`src/tcr_pkg.sv`:
```
// Package for the capture/reload timer: register map, field positions,
// reset values and phase counts. Assumes a 25 MHz pclk drives the block.
package tcr_pkg;
   localparam logic [11:0] ADDR_CTRL = 12'h0c8;
   localparam logic [11:0] ADDR_MODE = 12'h0c9;
   localparam logic [11:0] ADDR_CAPL = 12'h0ca;
   localparam logic [11:0] ADDR_CAPH = 12'h0cb;
   localparam logic [11:0] ADDR_CNTL = 12'h0cc;
   localparam logic [11:0] ADDR_CNTH = 12'h0cd;
   localparam logic [11:0] ADDR_ISTAT = 12'h0d0;
   localparam logic [11:0] ADDR_IMASK = 12'h0d4;
   localparam logic [7:0] CTRL_RESET = 8'h00;
   localparam logic [7:0] MODE_RESET = 8'h00;
   localparam int BIT_OVF = 7;
   localparam int BIT_EXF = 6;
   localparam int BIT_RCLK = 5;
   localparam int BIT_TRANSMIT_CLOCK_SELECT = 4;
   localparam int BIT_EXEN = 3;
   localparam int BIT_RUN = 2;
   localparam int BIT_CT = 1;
   localparam int BIT_CPRL = 0;
   localparam int BIT_DOWN_COUNT_ENABLE = 0;
   localparam int IRQ_OVF = 0;
   localparam int IRQ_EXF = 1;
   localparam int OSC_PER_MC = 12;
   localparam int OSC_PER_STATE = 2;
   localparam int SAMPLE_PHASE = 9;
   localparam logic [15:0] ALL_ONES = 16'hffff;
   typedef struct packed {
      logic rx_tick;
      logic tx_tick;
   } tcr_serial_t;
endpackage : tcr_pkg

```
`src/tcr_timer.sv`:
```
// Capture/reload timer with APB register slave and masked interrupt.
// Assumes count and trigger pins are asynchronous; first timer overflow
// arrives as a pclk-domain pulse.
//
// The APB register port is this design's own decision.
`timescale 1ns/1ps
`default_nettype none
module tcr_timer (
   // APB
   input wire logic pclk,
   input wire logic presetn,
   input wire logic psel,
   input wire logic penable,
   input wire logic pwrite,
   input wire logic [11:0] paddr,
   input wire logic [31:0] pwdata,
   output logic [31:0] prdata,
   output logic pready,
   output logic pslverr,
   // Pins and neighbours
   input wire logic count_input_pin,
   input wire logic trigger_input_pin,
   input wire logic first_timer_ovf,
   // Results
   output tcr_pkg::tcr_serial_t serial_clk,
   output logic irq
);
   import tcr_pkg::*;
   logic [7:0] ctrl, next_ctrl, mode, next_mode;
   logic [15:0] cnt, next_cnt, cap, next_cap;
   logic [1:0] istat, next_istat, imask, next_imask;
   logic [3:0] phase, next_phase;
   logic [1:0] cs, ts;
   logic c_prev, t_prev, next_c_prev, next_t_prev;
   logic c_fall, next_c_fall, ovf_p, next_ovf_p;
   logic [31:0] next_prdata;
   logic next_irq;
   tcr_serial_t next_serial;
   logic wr, rd, mc_tick, st_tick, baud, adv, ovf, udf, trig, hit, known;
   logic [15:0] nxt;

   // Pin synchronisers
   always_ff @(posedge pclk or negedge presetn) begin
      if (!presetn) begin
         cs <= 2'b11;
         ts <= 2'b11;
      end else begin
         cs <= {cs[0], count_input_pin};
         ts <= {ts[0], trigger_input_pin};
      end
   end

   // Phase decode and mode terms
   always_comb begin
      wr = psel && penable && pwrite;
      rd = psel && !penable && !pwrite;
      next_phase = (phase == 4'(OSC_PER_MC - 1)) ? 4'h0 : phase + 4'h1;
      mc_tick = (phase == 4'(OSC_PER_MC - 1));
      st_tick = phase[0];
      baud = ctrl[BIT_RCLK] | ctrl[BIT_TRANSMIT_CLOCK_SELECT];
   end

   // Counting, capture, reload and flags
   always_comb begin
      next_ctrl = ctrl;
      next_mode = mode;
      next_cnt = cnt;
      next_cap = cap;
      next_istat = istat;
      next_imask = imask;
      next_t_prev = ts[1];
      next_c_prev = c_prev;
      next_c_fall = c_fall;
      if (phase == 4'(SAMPLE_PHASE)) begin
         next_c_prev = cs[1];
         next_c_fall = c_prev & ~cs[1];
      end
      if (ctrl[BIT_CT])
         adv = mc_tick && c_fall;
      else if (baud)
         adv = st_tick;
      else
         adv = mc_tick;
      adv = adv && ctrl[BIT_RUN];
      // down count when enabled and direction pin low
      udf = adv && !baud && !ctrl[BIT_CPRL] && mode[BIT_DOWN_COUNT_ENABLE]
            && !ts[1] && (cnt == cap);
      nxt = (udf || (mode[BIT_DOWN_COUNT_ENABLE] && !baud && !ctrl[BIT_CPRL] && !ts[1]))
            ? cnt - 16'h0001 : cnt + 16'h0001;
      ovf = adv && !udf && (cnt == ALL_ONES) && !(mode[BIT_DOWN_COUNT_ENABLE] && !baud
            && !ctrl[BIT_CPRL] && !ts[1]);
      // trigger edge, disabled by enable bit; DOWN_COUNT_ENABLE uses pin as direction
      trig = t_prev && !ts[1] && ctrl[BIT_EXEN]
             && !(mode[BIT_DOWN_COUNT_ENABLE] && !ctrl[BIT_CPRL] && !baud);
      hit = adv;
      if (hit)
         next_cnt = nxt;
      // reload on overflow in baud mode, or whenever capture mode is off
      if (ovf && (baud || !ctrl[BIT_CPRL]))
         next_cnt = cap;
      if (udf)
         next_cnt = ALL_ONES;
      if (trig && !baud && ctrl[BIT_CPRL])
         next_cap = cnt;
      if (trig && !baud && !ctrl[BIT_CPRL])
         next_cnt = cap;
      // Register writes
      if (wr) begin
         unique case (paddr)
            ADDR_CTRL: next_ctrl = pwdata[7:0];
            ADDR_MODE: next_mode = {6'h00, pwdata[1:0]};
            ADDR_CAPL: next_cap[7:0] = pwdata[7:0];
            ADDR_CAPH: next_cap[15:8] = pwdata[7:0];
            ADDR_CNTL: next_cnt[7:0] = pwdata[7:0];
            ADDR_CNTH: next_cnt[15:8] = pwdata[7:0];
            ADDR_ISTAT: next_istat = istat & ~pwdata[1:0];
            ADDR_IMASK: next_imask = pwdata[1:0];
            default: ;
         endcase
      end
      // overflow flag, not in baud mode; set wins over clear
      if ((ovf || udf) && !baud) begin
         next_ctrl[BIT_OVF] = 1'b1;
         next_istat[IRQ_OVF] = 1'b1;
      end
      // external flag; toggles as 17th bit in up/down mode
      if (trig || (trig_edge_baud(t_prev, ts[1], ctrl[BIT_EXEN], baud)))
         next_ctrl[BIT_EXF] = 1'b1;
      if ((ovf || udf) && !baud && mode[BIT_DOWN_COUNT_ENABLE] && !ctrl[BIT_CPRL])
         next_ctrl[BIT_EXF] = ~ctrl[BIT_EXF];
      // external flag interrupts unless DOWN_COUNT_ENABLE is set
      if (next_ctrl[BIT_EXF] && !ctrl[BIT_EXF] && !mode[BIT_DOWN_COUNT_ENABLE])
         next_istat[IRQ_EXF] = 1'b1;
      next_ovf_p = ovf;
      next_serial.rx_tick = ctrl[BIT_RCLK] ? ovf : first_timer_ovf;
      next_serial.tx_tick = ctrl[BIT_TRANSMIT_CLOCK_SELECT] ? ovf : first_timer_ovf;
      next_irq = |(next_istat & next_imask);
   end

   // Trigger edge in baud mode sets flag only
   function automatic logic trig_edge_baud(input logic p, input logic n,
                                           input logic en, input logic b);
      trig_edge_baud = p && !n && en && b;
   endfunction : trig_edge_baud

   // Read data mux
   always_comb begin
      known = 1'b1;
      next_prdata = 32'h0000_0000;
      unique case (paddr)
         ADDR_CTRL: next_prdata = {24'h00_0000, ctrl};
         ADDR_MODE: next_prdata = {24'h00_0000, mode};
         ADDR_CAPL: next_prdata = {24'h00_0000, cap[7:0]};
         ADDR_CAPH: next_prdata = {24'h00_0000, cap[15:8]};
         ADDR_CNTL: next_prdata = {24'h00_0000, cnt[7:0]};
         ADDR_CNTH: next_prdata = {24'h00_0000, cnt[15:8]};
         ADDR_ISTAT: next_prdata = {30'h0000_0000, istat};
         ADDR_IMASK: next_prdata = {30'h0000_0000, imask};
         default: known = 1'b0;
      endcase
   end

   // State registers
   always_ff @(posedge pclk or negedge presetn) begin
      if (!presetn) begin
         ctrl <= CTRL_RESET;
         mode <= MODE_RESET;
         cnt <= 16'h0000;
         cap <= 16'h0000;
         istat <= 2'b00;
         imask <= 2'b00;
         phase <= 4'h0;
         c_prev <= 1'b1;
         t_prev <= 1'b1;
         c_fall <= 1'b0;
         ovf_p <= 1'b0;
         serial_clk <= '0;
         irq <= 1'b0;
         prdata <= 32'h0000_0000;
         pready <= 1'b0;
         pslverr <= 1'b0;
      end else begin
         ctrl <= next_ctrl;
         mode <= next_mode;
         cnt <= next_cnt;
         cap <= next_cap;
         istat <= next_istat;
         imask <= next_imask;
         phase <= next_phase;
         c_prev <= next_c_prev;
         t_prev <= next_t_prev;
         c_fall <= next_c_fall;
         ovf_p <= next_ovf_p;
         serial_clk <= next_serial;
         irq <= next_irq;
         if (rd)
            prdata <= next_prdata;
         pready <= psel && !penable;
         pslverr <= psel && !penable && !known;
      end
   end

   AST_RUN_HOLD: assert property (@(posedge pclk) disable iff (!presetn)
      (!ctrl[BIT_RUN] && !wr && !trig) |=> $stable(cnt))
      else $error("count moved while stopped");
   // no overflow flag in baud mode
   AST_NO_OVF_BAUD: assert property (@(posedge pclk) disable iff (!presetn)
      (baud && !ctrl[BIT_OVF] && !wr) |=> !ctrl[BIT_OVF])
      else $error("overflow flag set in baud mode");
   AST_OVF_PULSE: assert property (@(posedge pclk) disable iff (!presetn)
      ovf_p |=> !ovf_p)
      else $error("overflow pulse too long");
   AST_RELOAD: assert property (@(posedge pclk) disable iff (!presetn)
      (ovf && !ctrl[BIT_CPRL] && !wr && !trig) |=> cnt == $past(cap))
      else $error("no reload on overflow");
   AST_CAPTURE: assert property (@(posedge pclk) disable iff (!presetn)
      (trig && ctrl[BIT_CPRL] && !baud && !wr) |=> cap == $past(cnt))
      else $error("capture missed");
   AST_EXF_SET: assert property (@(posedge pclk) disable iff (!presetn)
      trig |=> ctrl[BIT_EXF])
      else $error("external flag not set");
   AST_MC_RATE: assert property (@(posedge pclk) disable iff (!presetn)
      mc_tick |=> !mc_tick [*8])
      else $error("machine cycle too short");
   AST_TX_ROUTE: assert property (@(posedge pclk) disable iff (!presetn)
      (ctrl[BIT_TRANSMIT_CLOCK_SELECT] && ovf) |=> serial_clk.tx_tick)
      else $error("transmit tick missing");
   // transmit falls back to neighbour overflow
   AST_TX_NEIGHBOUR: assert property (@(posedge pclk) disable iff (!presetn)
      (!ctrl[BIT_TRANSMIT_CLOCK_SELECT] && first_timer_ovf) |=> serial_clk.tx_tick)
      else $error("neighbour transmit tick missing");
   AST_RX_ROUTE: assert property (@(posedge pclk) disable iff (!presetn)
      (ctrl[BIT_RCLK] && ovf) |=> serial_clk.rx_tick)
      else $error("receive tick missing");
   // receive falls back to neighbour overflow
   AST_RX_NEIGHBOUR: assert property (@(posedge pclk) disable iff (!presetn)
      (!ctrl[BIT_RCLK] && first_timer_ovf) |=> serial_clk.rx_tick)
      else $error("neighbour receive tick missing");
   // overflow sets flag outside baud mode
   AST_OVF_SETS_FLAG: assert property (@(posedge pclk) disable iff (!presetn)
      (ovf && !baud) |=> ctrl[BIT_OVF])
      else $error("overflow flag not set");
   AST_OVF_STATUS: assert property (@(posedge pclk) disable iff (!presetn)
      (ovf && !baud) |=> istat[IRQ_OVF])
      else $error("overflow status not set");
   AST_BAUD_RELOAD: assert property (@(posedge pclk) disable iff (!presetn)
      (ovf && baud && !wr) |=> cnt == $past(cap))
      else $error("no reload in baud mode");
   AST_TRIG_OFF: assert property (@(posedge pclk) disable iff (!presetn)
      !ctrl[BIT_EXEN] |-> !trig)
      else $error("trigger acted while disabled");
   // no capture while clocking the serial port
   AST_BAUD_NO_CAP: assert property (@(posedge pclk) disable iff (!presetn)
      (baud && !wr) |=> $stable(cap))
      else $error("capture register moved in baud mode");
   // no external interrupt while DOWN_COUNT_ENABLE is set
   AST_DOWN_COUNT_ENABLE_NO_IRQ: assert property (@(posedge pclk) disable iff (!presetn)
      (mode[BIT_DOWN_COUNT_ENABLE] && !istat[IRQ_EXF] && !wr) |=> !istat[IRQ_EXF])
      else $error("external status set in up/down mode");
   // external flag toggles on up/down overflow
   AST_DOWN_COUNT_ENABLE_TOGGLE: assert property (@(posedge pclk) disable iff (!presetn)
      (ovf && mode[BIT_DOWN_COUNT_ENABLE] && !ctrl[BIT_CPRL] && !baud && !wr)
      |=> ctrl[BIT_EXF] != $past(ctrl[BIT_EXF]))
      else $error("external flag did not toggle");
   // counter mode moves only on pin edges
   AST_PIN_ONLY: assert property (@(posedge pclk) disable iff (!presetn)
      (ctrl[BIT_CT] && !c_fall && !wr && !trig) |=> $stable(cnt))
      else $error("count moved without pin edge");
   // timer moves only on machine cycle
   AST_TIMER_STEP: assert property (@(posedge pclk) disable iff (!presetn)
      (!ctrl[BIT_CT] && !baud && !mc_tick && !wr && !trig)
      |=> $stable(cnt))
      else $error("count moved between machine cycles");
   // baud timer moves only on state time
   AST_STATE_STEP: assert property (@(posedge pclk) disable iff (!presetn)
      (baud && !ctrl[BIT_CT] && !st_tick && !wr) |=> $stable(cnt))
      else $error("count moved between state times");
   AST_TRIG_RELOAD: assert property (@(posedge pclk) disable iff (!presetn)
      (trig && !ctrl[BIT_CPRL] && !baud && !wr) |=> cnt == $past(cap))
      else $error("no reload on trigger edge");
   AST_IRQ_LEVEL: assert property (@(posedge pclk) disable iff (!presetn)
      irq == |(istat & imask))
      else $error("interrupt level wrong");
endmodule : tcr_timer
`default_nettype wire

```
`config.mk`:
```
export PLATFORM = sky130hd
export DESIGN_NAME = tcr_timer
export DESIGN_NICKNAME = d
export VERILOG_FILES = /design/src/tcr_pkg.sv /design/src/tcr_timer.sv
export SDC_FILE = /design/constraint.sdc
export NUM_CORES = 1
export LEC_CHECK = 0
export ABC_CLOCK_PERIOD_IN_PS = 9350
export BUFFER_PORTS_ARGS = -buffer_cell sky130_fd_sc_hd__clkbuf_2
export CORE_UTILIZATION = 55
export DETAILED_ROUTE_END_ITERATION = 8
export MAX_ROUTING_LAYER = met4
export PLACE_DENSITY = 0.77
export SETUP_SLACK_MARGIN = 0.5
export SLEW_MARGIN = 20
export SYNTH_ARGS = -nofsm -noshare
export SYNTH_HDL_FRONTEND = slang
export SYNTH_SLANG_ARGS = --single-unit
export TNS_END_PERCENT = 50
```
`constraint.sdc`:
```
create_clock -name pclk -period 9.35 [get_ports pclk]
set_input_delay 1.4025 -clock pclk [delete_from_list [all_inputs] [get_ports pclk]]
set_output_delay 1.4025 -clock pclk [all_outputs]
set_load 0.02 [all_outputs]
```
Word-level counts from Yosys, hierarchy flattened. Cells that the tools add are included.

Flip-flop bits (word level): 94. Logic and storage cells: 127. Input port bits: 52. Output and inout bits: 37.

Bitwise logic cells: 7. Eq/ne operators: 12. Mux-type cells: 30. Reductions and logical operators: 55. Add/subtract/negate cells: 3.

Operators with widths (count): 16-bit two-way mux (8); 12-bit by 8-bit == test with 1-bit output (second input constant) (8); 8-bit case mux with 8 select lines (1); 8-bit two-way mux (6); 1-bit logical AND (33); 16-bit by 1-bit adder with 16-bit output (second input constant) (1); 16-bit == test (1); 16-bit == test (second input constant) (1); 16-bit by 1-bit subtractor with 16-bit output (second input constant) (1); 1-bit zero test (11); 1-bit two-way mux (10); 4-bit == test (second input constant) (2); 2-bit two-way mux (4); 8-bit OR reduction (1); 2-bit AND reduction (3); 4-bit by 1-bit adder with 4-bit output (second input constant) (1); 2-bit bitwise AND (2); 1-bit logical OR (4); 4-bit two-way mux (1); 2-bit nonzero test (2); 1-bit NOT (2); 2-bit NOT (1); 2-bit OR reduction (1); 1-bit bitwise AND (1); 1-bit bitwise OR (1).

Depth between registers and ports, before layout.
Depth after elaboration: 23. Depth in mapped cells: 12. Depth with buffers taken out: 12.

Least setup slack after synthesis. No wires, ideal clock.

Path type: input to register. Start: input paddr[9]. End: register cap[6]. Arrival: 3.035 ns. Stages: 7. Library setup time: 0.123 ns. Setup slack: 6.192 ns. Data required time: 9.227 ns. Cell sequence: or4_4 > or3_1 > or3_1 > buf_2 > buf_6 > nor2_1 > a21oi_1.

Word-level cells in the longest chain between the ends: 3.

Ends and longest elaborated chain: start, declared (line tcr_timer.sv:15) `input wire logic [11:0] paddr,`; 12-bit by 8-bit == test with 1-bit output (line tcr_timer.sv:109) `unique case (paddr)`; 8-bit two-way mux (line tcr_timer.sv:109); 16-bit two-way mux (line tcr_timer.sv:108) `if (wr) begin`; named net next_cap[6] (line tcr_timer.sv:30) `logic [15:0] cnt, next_cnt, cap, next_cap;`; end signal, assigned (line tcr_timer.sv:186) `cap <= next_cap;`; end, declared (line tcr_timer.sv:30).

The timed path passes the listed nets, and every way through them passes these cells. A chain may end at the register's enable or synchronous reset.

Worst setup path in the final report.
Start: register ctrl[5]. End: register cnt[14].

Word-level cells in the longest chain between the ends: 19. Elaborated cells on any way between the ends: 33.

Ends and longest elaborated chain: start, declared (line tcr_timer.sv:29) `logic [7:0] ctrl, next_ctrl, mode, next_mode;`; start signal, assigned (line tcr_timer.sv:183) `ctrl <= next_ctrl;`; 1-bit bitwise OR (*) (line tcr_timer.sv:60) `baud = ctrl[BIT_RCLK] | ctrl[BIT_TRANSMIT_CLOCK_SELECT];`; 1-bit two-way mux (line tcr_timer.sv:80) `else if (baud)`; 1-bit two-way mux (line tcr_timer.sv:78) `if (ctrl[BIT_CT])`; 1-bit logical AND (line tcr_timer.sv:84) `adv = adv && ctrl[BIT_RUN];`; 1-bit logical AND (3 in series) (line tcr_timer.sv:86) `udf = adv && !baud && !ctrl[BIT_CPRL] && mode[BIT_DOWN_COUNT_ENABLE]`; 1-bit logical AND (2 in series) (line tcr_timer.sv:87) `&& !ts[1] && (cnt == cap);`; 1-bit zero test (line tcr_timer.sv:90) `ovf = adv && !udf && (cnt == ALL_ONES) && !(mode[BIT_DOWN_COUNT_ENABLE] && !baud`; 1-bit logical AND (3 in series) (line tcr_timer.sv:90); 1-bit logical AND (line tcr_timer.sv:99) `if (ovf && (baud || !ctrl[BIT_CPRL]))`; 16-bit two-way mux (line tcr_timer.sv:99); 16-bit two-way mux (line tcr_timer.sv:101) `if (udf)`; 16-bit two-way mux (*) (line tcr_timer.sv:105) `if (trig && !baud && !ctrl[BIT_CPRL])`; 8-bit two-way mux (line tcr_timer.sv:109); 16-bit two-way mux (*) (line tcr_timer.sv:108); named net next_cnt[14] (line tcr_timer.sv:30); end signal, assigned (line tcr_timer.sv:185) `cnt <= next_cnt;`; end, declared (line tcr_timer.sv:30).

Mark *: on every way through the listed nets, which the timed path passes. The rest lies on a longest branch.

==> qor.yml <==
synthesis:
  synth.largest_area_cell: "dfrtp_1"
  postSynthAreaPerCell_sq_um: 9.066
  synth_top_area_share_pct: 32.41
  async_flop_share_pct: 100.0
  netlist_area_sq_um: 4941
  seq_area_frac_synth_pct: 35.60
  ys.flop_type: "dfrtp_1"
  ys_ff_latch: 70
  yosys_warnings: 0
  synth_cell_type_count: 68
  synth_edf_count: 0
  synth.area.top_cells: "dfrtp_1 (32%), ha_1 (4.6%), mux2_2 (4.6%), nand2_1 (4.3%), o21ai_0 (4.1%)"
  synthCells: 545
cts:
  cts_root_buffer: "clkbuf_8"
  clk_transition_reported_paths_ps: 80
  worstSkewPairLatency_ps: 350
  cts_tree: "built"
  numClockSinks: 70
  postCtsHoldBufs: 0
  cts_resized: 0
  cts-buffers-inserted: 9
  cts.path.max_buffers: 2
  cts_max_level: 3
  post-cts-setup-buffer-count: 0
layout:
  multi_input_area_sq_um: 2929
  layout.nets: 646
  syn_to_final_growth_pct: 6.964
  design_area_sq_um: 5285
  final_common_cell: "dfrtp_1"
  antenna_cells: 0
  drive_gt1_share_pct: 18.10
  seq_area_sq_um: 1759
  finalNonFillerCells: 688
  fill_cells: 739
  mostFrequentLayoutCells: "dfrtp_1 (64), nand2_1 (56), nor2_1 (46)"
global_route:
  antenna_found_initial: 0
  grt_util_met1_pct: 37.70
  track_usage_pct: 30.01
  grt_pass1_vias: 4202
  grt_use_met3_pct: 5.275
  grt_max_degree: 71
  grt_busiest_layer: "met2"
  use_met2_pct: 47.29
  grt_overflow: 0
  grt_pass1_wl_um: 21430
floorplan:
  dieArea_sq_um: 9366
  core_sq_um: 8721
  start_util_pct: 56.66
  die-width_um: 96.78
  row_count: 34
  pin_count: 89
  die_h_um: 96.78
timing:
  hold_viol_final: 0
  finalWorstSetupSlack_ps: 5508
  period_share_pct: 41.09
  relSlewSlack_pct: 26.80
  rsz0062_at_grt: "false"
  finalSetupViolations: 0
  finalCriticalPeriod_ps: 3842
  fin_hold_ws_ps: 359.6
  fin_setup_tns_ps: 0
  skew_ps: 9.601
  fmax_mhz: 260.3
  tightest_slew_ps: 1090
  drv_slew: 0
power_and_ir_drop:
  comb_power_share_pct: 9.1
  pwr-share-seq_pct: 50.6
  ir_drop_mv: 0.1166
  p_sw_share_pct: 26.82
  p_int_uw: 448.4
  switching_power_uw: 164.3
  clkPwrFrac_pct: 40.3
  p_leak_uw: 0.002252
  power_density_nw_per_um2: 115.9
setup_path:
  path_depth: 12
  crit_fanout: 21
  critPathCapture: "cnt[14]"
  worstSetupStartpointType: "register"
  end_kind: "register"
  r2r-start: "ctrl[5]"
  path_class: "register to register"
  path_cells: "or4b_4 -> nor2_8 -> inv_1 -> fa_1 -> nand2b_1 -> a211oi_1 -> nor2_1 -> o21ai_1 -> nor3_1 -> a21oi_1 -> nand4_1 -> a221oi_1"
  worstPathArrival_ps: 4070
  path_buf_inv: 1
  timing.reg2reg.setup_slack_ps: 5510
  slowest_stage: "or4b_4"
  worstReg2RegEnd: "cnt[14]"
  r2r_cells: 12
  crit_family: "simple AND/OR/NAND/NOR gates"
  required_ps: 9580
  slowest_delay_ps: 610
  crit_start: "ctrl[5]"
job:
  maxCapViolCount: 0
drt:
  drt_wl_total_um: 13420
  ant_nets: 0
  drt_iter0_drc: 355
  vias: 4348
  wl_per_cell_um: 19.50
  firstDrtPassIters: 7
  drc_errors: 0
  vias_per_cell: 6.320
placed_design:
  dp_hpwl_um: 9533
  pre_cts_ws_ps: 5637
  place_inst: 672
  place_area_sq_um: 5082
  port_buffers: 40
  gp_congestion: 0.9173
min_path:
  hold_path_class: "register to register"
status:
  status: "finished, final reports clean"
==> worst reg2reg max path, cell delays in order (launching register included) <==
cell,delay (ps)
dfrtp_1,480
or4b_4,610
nor2_8,330
inv_1,180
fa_1,440
nand2b_1,200
a211oi_1,240
nor2_1,120
o21ai_1,360
nor3_1,80
a21oi_1,130
nand4_1,170
a221oi_1,360
==> final cells by class <==
cell class,count,area share [%]
Inverter,11,0.7812
Multi-Input combinational cell,440,55.42
Tap cell,108,2.557
Clock inverter,7,1.397
Sequential cell,70,33.29
Clock buffer,9,2.344
Timing Repair Buffer,43,4.214
==> cell usage after synthesis, types with 5 or more instances <==
cell type,count
a22oi_1,9
a21oi_1,36
or3_1,6
buf_4,25
dfstp_2,6
o21a_1,8
buf_2,8
mux2_2,20
a221oi_1,10
xnor2_1,16
nand3_1,13
nand3b_1,6
nor2_1,46
nand2_1,56
xor2_1,11
inv_1,11
mux2i_1,16
ha_1,18
and3_1,6
dfrtp_1,64
nand4_1,11
a31oi_1,8
nand2b_1,9
o21ai_0,40
a211oi_1,5
nor3_2,5
clkbuf_1,10
==> cell families (layout without fill, tap and decap cells) <==
group	Yosys count	after routing	share of synthesized area (%)
muxes	36	36	7.799
adders and majority gates	19	19	4.963
and+or+nand+nor	183	183	19.45
xor gates and xnor gates	27	27	4.786
buffers and inverters	58	70	6.964
DFF	70	70	35.60
AOI/OAI and AO/OA	151	151	20.36
other	1	24	0.07590
==> flip-flops by register name, summed over array words and instances, names as in the netlist <==
signal      cells
pslverr         1
ts              2
c_prev          1
cnt            16
c_fall          1
istat           2
phase           4
pready          1
cs              2
ctrl            8
irq             1
prdata          8
serial_clk      2
imask           2
cap            16
mode            2
t_prev          1
==> power by group through the flow <==
stage,combinational (uW),sequential (uW),clock [uW]
floorplan,39.9,316,0
global placement,53.7,316,0
detailed placement,54.9,316,0
CTS,55.3,310,251
global route,60.6,311,261
finish,55.5,310,247
==> metrics by stage <==
stage               total power [uW]  util (%)
detailed placement             371.0     58.28
finish                         612.8     60.60
global placement               369.7     58.28
global route                   632.4     60.60
floorplan                      356.2         -
CTS                            616.5     60.55
==> worst min-delay path by stage <==
stage | from | endpoint | slack, ps | cells past startpoint
global route | ts[0] | ts[1] | 370 | 0
finish | ts[0] | ts[1] | 360 | 0
floorplan | cs[0] | cs[1] | 350 | 0
detailed placement | ts[0] | ts[1] | 350 | 0
global placement | ts[0] | ts[1] | 350 | 0
CTS | ts[0] | ts[1] | 360 | 0
==> metal layers <==
| metal | up-vias | wire, um |
|---|---|---|
| met5 | - | 0 |
| met2 | 233 | 6426 |
| met1 | 2074 | 5582 |
| met3 | 38 | 933 |
| li1 | 2003 | - |
| met4 | 0 | 473 |
Note: power is estimated with default switching activity, not from simulation.
